$ cat config.mk
export PLATFORM = sky130hd
export DESIGN_NAME = jkf_dual
export DESIGN_NICKNAME = d
export VERILOG_FILES = /design/src/placeholder_none.sv /design/src/jkf_pkg.sv /design/src/jkf_dual.sv
export SDC_FILE = /design/constraint.sdc
export NUM_CORES = 1
export LEC_CHECK = 0
export BUFFER_PORTS_ARGS = -buffer_cell sky130_fd_sc_hd__clkbuf_2
export CORE_MARGIN = 4
export CORE_UTILIZATION = 45
export DETAILED_ROUTE_END_ITERATION = 10
export PLACE_DENSITY = 0.74
export REMOVE_ABC_BUFFERS = 1
export SYNTH_ARGS = -nofsm -noshare
export SYNTH_HDL_FRONTEND = slang
export SYNTH_SLANG_ARGS = --single-unit
$ cat constraint.sdc
create_clock -name core_clk -period 1.3 [get_ports core_clk]
set_input_delay 0.13 -clock core_clk [delete_from_list [all_inputs] [get_ports core_clk]]
set_output_delay 0.13 -clock core_clk [all_outputs]
set_load 0.005 [all_outputs]
$ cat src/placeholder_none.sv
`timescale 1ns/1ps

$ cat src/jkf_pkg.sv
// constants for the dual jk storage element block
// assumes one core clock; all element pins arrive asynchronously
//
// Summary of operation
// [RULE1] The block holds two storage elements that share no inputs or state.
// [RULE2] Apart from preset, an element changes only on a falling edge of its own clock pin.
// [RULE3] Data levels may change while the clock is high; edge-prior ones act.
// [RULE4] The driver holds load_one and load_zero steady around each falling edge.
// [RULE5] A low preset forces q high and q_n low whatever clock and data do.
// [RULE6] Preset needs no clock edge of the element and beats any update.
// [RULE7] At a fall: 0/1 gives q low, 1/0 gives q high, 0/0 holds.
// [RULE8] The next state uses data and state from just before the edge.
// [RULE9] At a fall with both data high q inverts; q_n is always ~q.
package jkf_pkg;
	localparam int   JKF_ELEMENTS = 2;
	localparam logic JKF_Q_RST    = 1'b0;
	localparam logic JKF_CLK_RST  = 1'b0;
	localparam logic JKF_DATA_RST = 1'b0;
	localparam logic JKF_PRE_RST  = 1'b1;
endpackage

$ cat src/jkf_dual.sv
// dual falling-edge jk storage elements with active-low preset
// assumes pins are asynchronous to core_clk and far slower than it
// q and q_n land four core edges after a pin change
`timescale 1ns/1ps
module jkf_dual
	import jkf_pkg::*;
#(
	parameter int N = JKF_ELEMENTS
) (
	input  wire logic         core_clk,
	input  wire logic         rst_n,
	input  wire logic [N-1:0] falling_edge_clock,
	input  wire logic [N-1:0] load_one,
	input  wire logic [N-1:0] load_zero,
	input  wire logic [N-1:0] preset_n,
	output logic      [N-1:0] q,
	output logic      [N-1:0] q_n
);

	// ------------------------------------------------------------
	// state
	// ------------------------------------------------------------
	typedef struct packed {
		logic [N-1:0] clk_s1;
		logic [N-1:0] clk_s2;
		logic [N-1:0] clk_s3;
		logic [N-1:0] clk_f;
		logic [N-1:0] j_s1;
		logic [N-1:0] j_s2;
		logic [N-1:0] j_s3;
		logic [N-1:0] j_f;
		logic [N-1:0] k_s1;
		logic [N-1:0] k_s2;
		logic [N-1:0] k_s3;
		logic [N-1:0] k_f;
		logic [N-1:0] p_s1;
		logic [N-1:0] p_s2;
		logic [N-1:0] p_s3;
		logic [N-1:0] p_f;
		logic [N-1:0] q;
		logic [N-1:0] qn;
	} jkf_state_t;

	jkf_state_t   st_q;
	jkf_state_t   st_d;
	logic [N-1:0] fall_ev;
	logic [N-1:0] set_act;

	// ------------------------------------------------------------
	// pin filter
	// ------------------------------------------------------------
	// level counts once stages two and three agree
	function automatic logic [N-1:0] agree(
		input logic [N-1:0] old,
		input logic [N-1:0] s2,
		input logic [N-1:0] s3
	);
		agree = ((s2 ~^ s3) & s2) | ((s2 ^ s3) & old);
	endfunction

	// ------------------------------------------------------------
	// next state
	// ------------------------------------------------------------
	always_comb begin
		logic [N-1:0] clk_new;
		logic [N-1:0] pre_new;
		clk_new = '0;
		pre_new = '0;
		st_d = st_q;
		st_d.clk_s1 = falling_edge_clock;
		st_d.clk_s2 = st_q.clk_s1;
		st_d.clk_s3 = st_q.clk_s2;
		st_d.j_s1   = load_one;
		st_d.j_s2   = st_q.j_s1;
		st_d.j_s3   = st_q.j_s2;
		st_d.k_s1   = load_zero;
		st_d.k_s2   = st_q.k_s1;
		st_d.k_s3   = st_q.k_s2;
		st_d.p_s1   = preset_n;
		st_d.p_s2   = st_q.p_s1;
		st_d.p_s3   = st_q.p_s2;
		clk_new = agree(st_q.clk_f, st_q.clk_s2, st_q.clk_s3);
		pre_new = agree(st_q.p_f, st_q.p_s2, st_q.p_s3);
		st_d.clk_f = clk_new;
		st_d.p_f   = pre_new;
		// data filter keeps following while clock is high
		st_d.j_f = agree(st_q.j_f, st_q.j_s2, st_q.j_s3); // RULE3
		st_d.k_f = agree(st_q.k_f, st_q.k_s2, st_q.k_s3); // RULE3
		fall_ev = st_q.clk_f & ~clk_new; // RULE2
		set_act = ~pre_new;
		for (int i = 0; i < N; i++) begin // RULE1
			if (set_act[i]) begin
				st_d.q[i] = 1'b1; // RULE5 RULE6
			end else if (fall_ev[i]) begin
				// old filtered levels are the pre-edge ones
				unique case ({st_q.j_f[i], st_q.k_f[i]}) // RULE8
					2'b00: st_d.q[i] = st_q.q[i]; // RULE7
					2'b01: st_d.q[i] = 1'b0; // RULE7
					2'b10: st_d.q[i] = 1'b1; // RULE7
					2'b11: st_d.q[i] = ~st_q.q[i]; // RULE9
				endcase
			end
			st_d.qn[i] = ~st_d.q[i]; // RULE9 RULE5
		end
	end

	// ------------------------------------------------------------
	// registers
	// ------------------------------------------------------------
	always_ff @(posedge core_clk or negedge rst_n) begin
		if (!rst_n) begin
			st_q.clk_s1 <= {N{JKF_CLK_RST}};
			st_q.clk_s2 <= {N{JKF_CLK_RST}};
			st_q.clk_s3 <= {N{JKF_CLK_RST}};
			st_q.clk_f  <= {N{JKF_CLK_RST}};
			st_q.j_s1   <= {N{JKF_DATA_RST}};
			st_q.j_s2   <= {N{JKF_DATA_RST}};
			st_q.j_s3   <= {N{JKF_DATA_RST}};
			st_q.j_f    <= {N{JKF_DATA_RST}};
			st_q.k_s1   <= {N{JKF_DATA_RST}};
			st_q.k_s2   <= {N{JKF_DATA_RST}};
			st_q.k_s3   <= {N{JKF_DATA_RST}};
			st_q.k_f    <= {N{JKF_DATA_RST}};
			st_q.p_s1   <= {N{JKF_PRE_RST}};
			st_q.p_s2   <= {N{JKF_PRE_RST}};
			st_q.p_s3   <= {N{JKF_PRE_RST}};
			st_q.p_f    <= {N{JKF_PRE_RST}};
			st_q.q      <= {N{JKF_Q_RST}};
			st_q.qn     <= {N{~JKF_Q_RST}};
		end else begin
			st_q <= st_d;
		end
	end

	// ------------------------------------------------------------
	// outputs
	// ------------------------------------------------------------
	assign q   = st_q.q;
	assign q_n = st_q.qn;

	for (genvar g = 0; g < N; g++) begin : g_chk

	end
endmodule

---- Word-level counts from Yosys, hierarchy flattened ----
Cells that the tools add are included.
storage, ports and cells
  flip-flop bits (word level) ............. 36
  bits of input ports ..................... 10
  output and inout bits ................... 4
cells by class
  eq/ne operators ......................... 6
  multiplexer cells ....................... 6
  bitwise logic cells ..................... 27
  reduce and logical (&&, ||, !) cells .... 2
operators by type and width
  cell                                                             count
  2-bit bitwise AND                                                9
  2-bit == test, second input constant                             4
  2-bit OR                                                         4
  1-bit case mux with 4 select lines                               2
  2-bit XNOR                                                       4
  2-bit XOR                                                        4
  2-bit by 1-bit == test with 1-bit output, second input constant  2
  2-bit logical NOT                                                2
  1-bit two-way mux                                                4
  1-bit NOT                                                        4
  2-bit NOT                                                        2

---- Logic depth before layout (Yosys ltp) ----
  word-level depth ........................ 8
  depth in mapped cells ................... 4

---- Worst setup path after synthesis ----
OpenSTA, ideal clock, no wires.
  path type ............................... register -> register
  from .................................... reg st_q[31] (netlist bit)
  to ...................................... reg q[1] (netlist name)
  data arrival time ....................... 1068 ps
  setup slack ............................. 108 ps
  stages on the path, launching flop included .. 5
  buffers on the path ..................... 0
  period minus slack after synthesis ...... 1192 ps
  path through ............................ dfrtp_1 > ha_1 > nor3b_2 > and3_1 > o21ai_1
RTL lines
  item                    RTL line         source
  start, declared         jkf_dual.sv:44   jkf_state_t st_q;
  start signal, assigned  jkf_dual.sv:131  st_q <= st_d;

==> results <==
- At the later pin of the worst-skew pair, clock insertion delay measures 0.33 ns.
- Of all nets on the critical path, the largest fanout is 2.
- During I/O placement, the number of pins put on the boundary was 14.
- The power density of the placed cells is 1392 nW/µm².
- The clock tree from TritonCTS is yes.
- The count of mapped cells out of synthesis is 66.
- In this run the tightest slew margin relative to its limit is 0.7231.
- Row generation in the floorplan step produced 18 rows.
- From left edge to right edge, the die measures roughly 59 µm.
- The core box area is 2477 µm².
- The worst endpoint required time is 1.51 ns.
- The post-synthesis sequential area ratio is 0.7758.
- The layout overhead on the synthesized area is 24.34%.
- The number of global-route vias before repair came to 603.
- The largest incremental delay on the critical path is roughly 0.41 ns.
- In the final routed layout, each cell accounts on average for 11.22 µm.
- The total die area is approximately 3500 µm².
- The final RePlAce weighted congestion is between 0.6 and 0.7.
- The total wirelength of the detailed-routed design is roughly 1400 µm.
- The analysis attributes to cell leakage a power of 0.6939 nW.
- The smallest setup slack after layout is 0.05536 ns.
- In this run the register-to-register setup slack is 0.06 ns.
- The final cell utilization of the core is 0.5909.
- The pin count of the biggest net entering global routing is 37.
- The repair_antennas step left the layout with diodes totalling 0.
- The floorplan step set the die height to between 50 and 60 µm.
- In this run, synthesis produced a sequential element count of 36.
- The initial utilization of the core area, before any placement, comes to 0.4753.
- After clock tree synthesis, the clock-pin slew on the worst setup and hold paths is 0.09 ns.
- The number of antenna violations at the first check in global routing came to 0.
- The number of cells on the worst reg-to-reg path is 4.
- The number of pins exceeding their max-slew limit in the final report is 0.
- In this run the deepest clock path goes through 2 buffers.
- Once placement finished, the instance area stood at roughly 1300 µm².
- In the global route stage, overall resource usage came out at 0.1063.
- Of the available clock period, the critical path in the final layout requires 0.9574.
- Setup total negative slack on the finished layout was measured at 0 ns.
- The shortest period the worst path allows is 1.245 ns.
- The critical path goes through ha_4, nor3b_4, and3_4, o21ai_1.
- The run finished with clean final reports.
- The total iterations of the first detailed-routing run is 3.
- The first-pass GRT wire length is about 2600 µm.
- The share of the synthesized area in compound gates (AO/OA/AOI/OAI) was 0.08183.
- The number of I/O port buffers is 13.
- The arrival time reported for the critical path endpoint is 1.46 ns.
- The post-synth design cell area is 1177 µm².
- The worst min-delay path class is input pin to async pin.
- Of the total synthesized cell area, the portion taken by full adders, half adders and majority gates is 0.08502.
- The number of synthesis warnings is 0.
- In this run the critical register-to-register path is launched from st_q[30].
- The final route contains 559 vias.
- The worst setup path is captured at a flop.
- The type of the worst setup path is flop to flop.
- The total chip power is 2.038 mW.
- Of the total synthesized cell area, the portion taken by AND, OR, NAND and NOR gates is 0.03188.
- The actual slew at the worst max-slew pin is 0.4154 ns.
- Max-cap violations in this run came to 0.
- The post-detailed-route DRC marker count is 0.
- The total number of nets in the final design is 110.
- The mean post-synth cell area is 17.84 µm².
- The path length in cells of the critical path is 4.
- Broken down by cell family, the worst path's largest delay share belongs to simple AND/OR/NAND/NOR gates.
- OpenSTA, run right after detailed placement, puts the worst setup slack at around 0.00073 ns.
- The endpoint of the worst-slack reg-to-reg timing path is q[0].
- For this run the aggregate overflow at the end of global routing stands at 0.
- In the post-synthesis netlist, the biggest area contributors are sky130_fd_sc_hd__dfrtp_1 55%, sky130_fd_sc_hd__dfstp_2 22%, sky130_fd_sc_hd__ha_1 8.5%.
- Of the total synthesized cell area, the portion taken by XOR and XNOR cells is 0.
- The finished cells cover 1464 µm².
- The number of clock buffers added by TritonCTS is 5.
- The netlist uses 11 different library cells.
- Once detailed placement completed, the half-perimeter wirelength came to 892.4 µm.
- Of the post-synthesis cell area, the dominant cell type holds 0.5526.
- Among all stages on the critical path, the largest delay is contributed by sky130_fd_sc_hd__dfrtp_1.
- The count of final hold-check violations is 0.
- The worst voltage drop across the vdd grid is between 0.9 and 1 mV.
- The number of buffers and inverters on the critical path is 0.
- Setup violations remaining at the end of the flow were counted as 0.
- The clock drives 36 sinks.
- The detailed router finished its first iteration with 13 violations.
- The dominant combinational cell family by area after synthesis is adder cells.
- Once detail routing completed, the nets flagged for antenna violations numbered 0.
- The final setup skew is ~0.0043 ns.
- The detail-routed via count per cell is between 4 and 5.
- The maximum clock rate is 803.4 MHz.
- The proportion of synthesized area in mux cells is 0.
- The share of layout cells above drive strength 1 is 0.4086.
- sky130_fd_sc_hd__dfrtp_1 takes more of the synthesized area than any other cell.
- The startpoint kind of the worst setup timing path is a flop.
- The tree is rooted in a sky130_fd_sc_hd__clkbuf_4.
- The H-tree was split into 2 levels.
[final cells by class]
| cell class | instances | area (µm²) |
|---|---|---|
| Fill cell | 193 | 1013 |
| Sequential cell | 36 | 913.4 |
| Multi-Input combinational cell | 26 | 281.5 |
| Timing Repair Buffer | 23 | 162.7 |
| Clock buffer | 8 | 68.82 |
| Tap cell | 30 | 37.54 |
[sequential cells by signal, indices dropped and copies added, names as in the netlist]
signal / count
q: 2
q_n: 2
st_d: 16
st_q: 16
[layer usage]
metal  vias up  global-route usage  part of all wire
met5         -                   0                 0
met4         0             0.06796             0.036
met3         7             0.06536             0.077
met2        14              0.1546              0.46
met1       265              0.1161              0.43
li1        273                   -                 -
[cells in the final DEF (no fill, tap or decap)]
master	n
sky130_fd_sc_hd__buf_4	1
sky130_fd_sc_hd__ha_1	6
sky130_fd_sc_hd__clkbuf_1	1
sky130_fd_sc_hd__dfrtp_1	26
sky130_fd_sc_hd__a21o_1	7
sky130_fd_sc_hd__dlygate4sd3_1	9
sky130_fd_sc_hd__and3_4	2
sky130_fd_sc_hd__clkbuf_8	2
sky130_fd_sc_hd__ha_4	2
sky130_fd_sc_hd__clkbuf_4	5
sky130_fd_sc_hd__o21ai_1	2
sky130_fd_sc_hd__dfstp_2	10
sky130_fd_sc_hd__nor3b_4	2
sky130_fd_sc_hd__a21oi_1	2
sky130_fd_sc_hd__o21a_1	2
sky130_fd_sc_hd__a21o_2	1
sky130_fd_sc_hd__clkbuf_2	13
[worst min-delay path, stage by stage]
cell	delay, ns
sky130_fd_sc_hd__dlygate4sd3_1	0.52
sky130_fd_sc_hd__clkbuf_2	0.09
sky130_fd_sc_hd__buf_4	0.36
[power by group]
| part | internal [mW] | switching [mW] |
|---|---|---|
| clock network | 0.318 | 0.325 |
| logic | 0.0924 | 0.0644 |
| registers | 1.21 | 0.0333 |
[cell usage after synthesis]
cell                      instances
sky130_fd_sc_hd__a21oi_1          2
sky130_fd_sc_hd__ha_1             8
sky130_fd_sc_hd__a21o_1           7
sky130_fd_sc_hd__nor3b_2          2
sky130_fd_sc_hd__and3_1           2
sky130_fd_sc_hd__buf_4            4
sky130_fd_sc_hd__o21a_1           2
sky130_fd_sc_hd__dfstp_2         10
sky130_fd_sc_hd__o21ai_1          2
sky130_fd_sc_hd__dfrtp_1         26
sky130_fd_sc_hd__a21o_2           1
[how the worst max path moves through the flow]
stage	to	startpoint	slack [ns]
2_1_floorplan	q[1]	st_q[31]	0.11
3_3_place_gp	q[1]	st_q[31]	0.06
3_5_place_dp	q[1]	st_q[31]	0.0007
4_1_cts	q[0]	st_d[30]	0.03
5_1_grt	q_n[0]	st_q[30]	-0.007
6_report	q[0]	st_q[30]	0.06
[through the flow]
stage	std cells	hold slack [ns]
final	123	0.3500
after global routing	123	0.3596
after CTS	123	0.3484
after detailed placement	106	0.1821
after global placement	106	0.1742
after floorplan	62	-0.1656
[timing repair]
action | 4_1_cts | 5_1_grt
resized for setup | 1 | 5
buffers inserted | 0 | 0
hold endpoints to repair | 34 | 0
hold buffers | 9 | 0
pin swaps | 2 | 2
endpoints found under the setup margin | 2 | 4
[cells by family after synthesis]
group / Yosys count
buffers and inverters: 4
AOI/OAI and AO/OA: 14
adders and majority gates: 8
and+or+nand+nor: 4
DFF: 36
No activity file was read; power rests on OpenSTA's default activity.
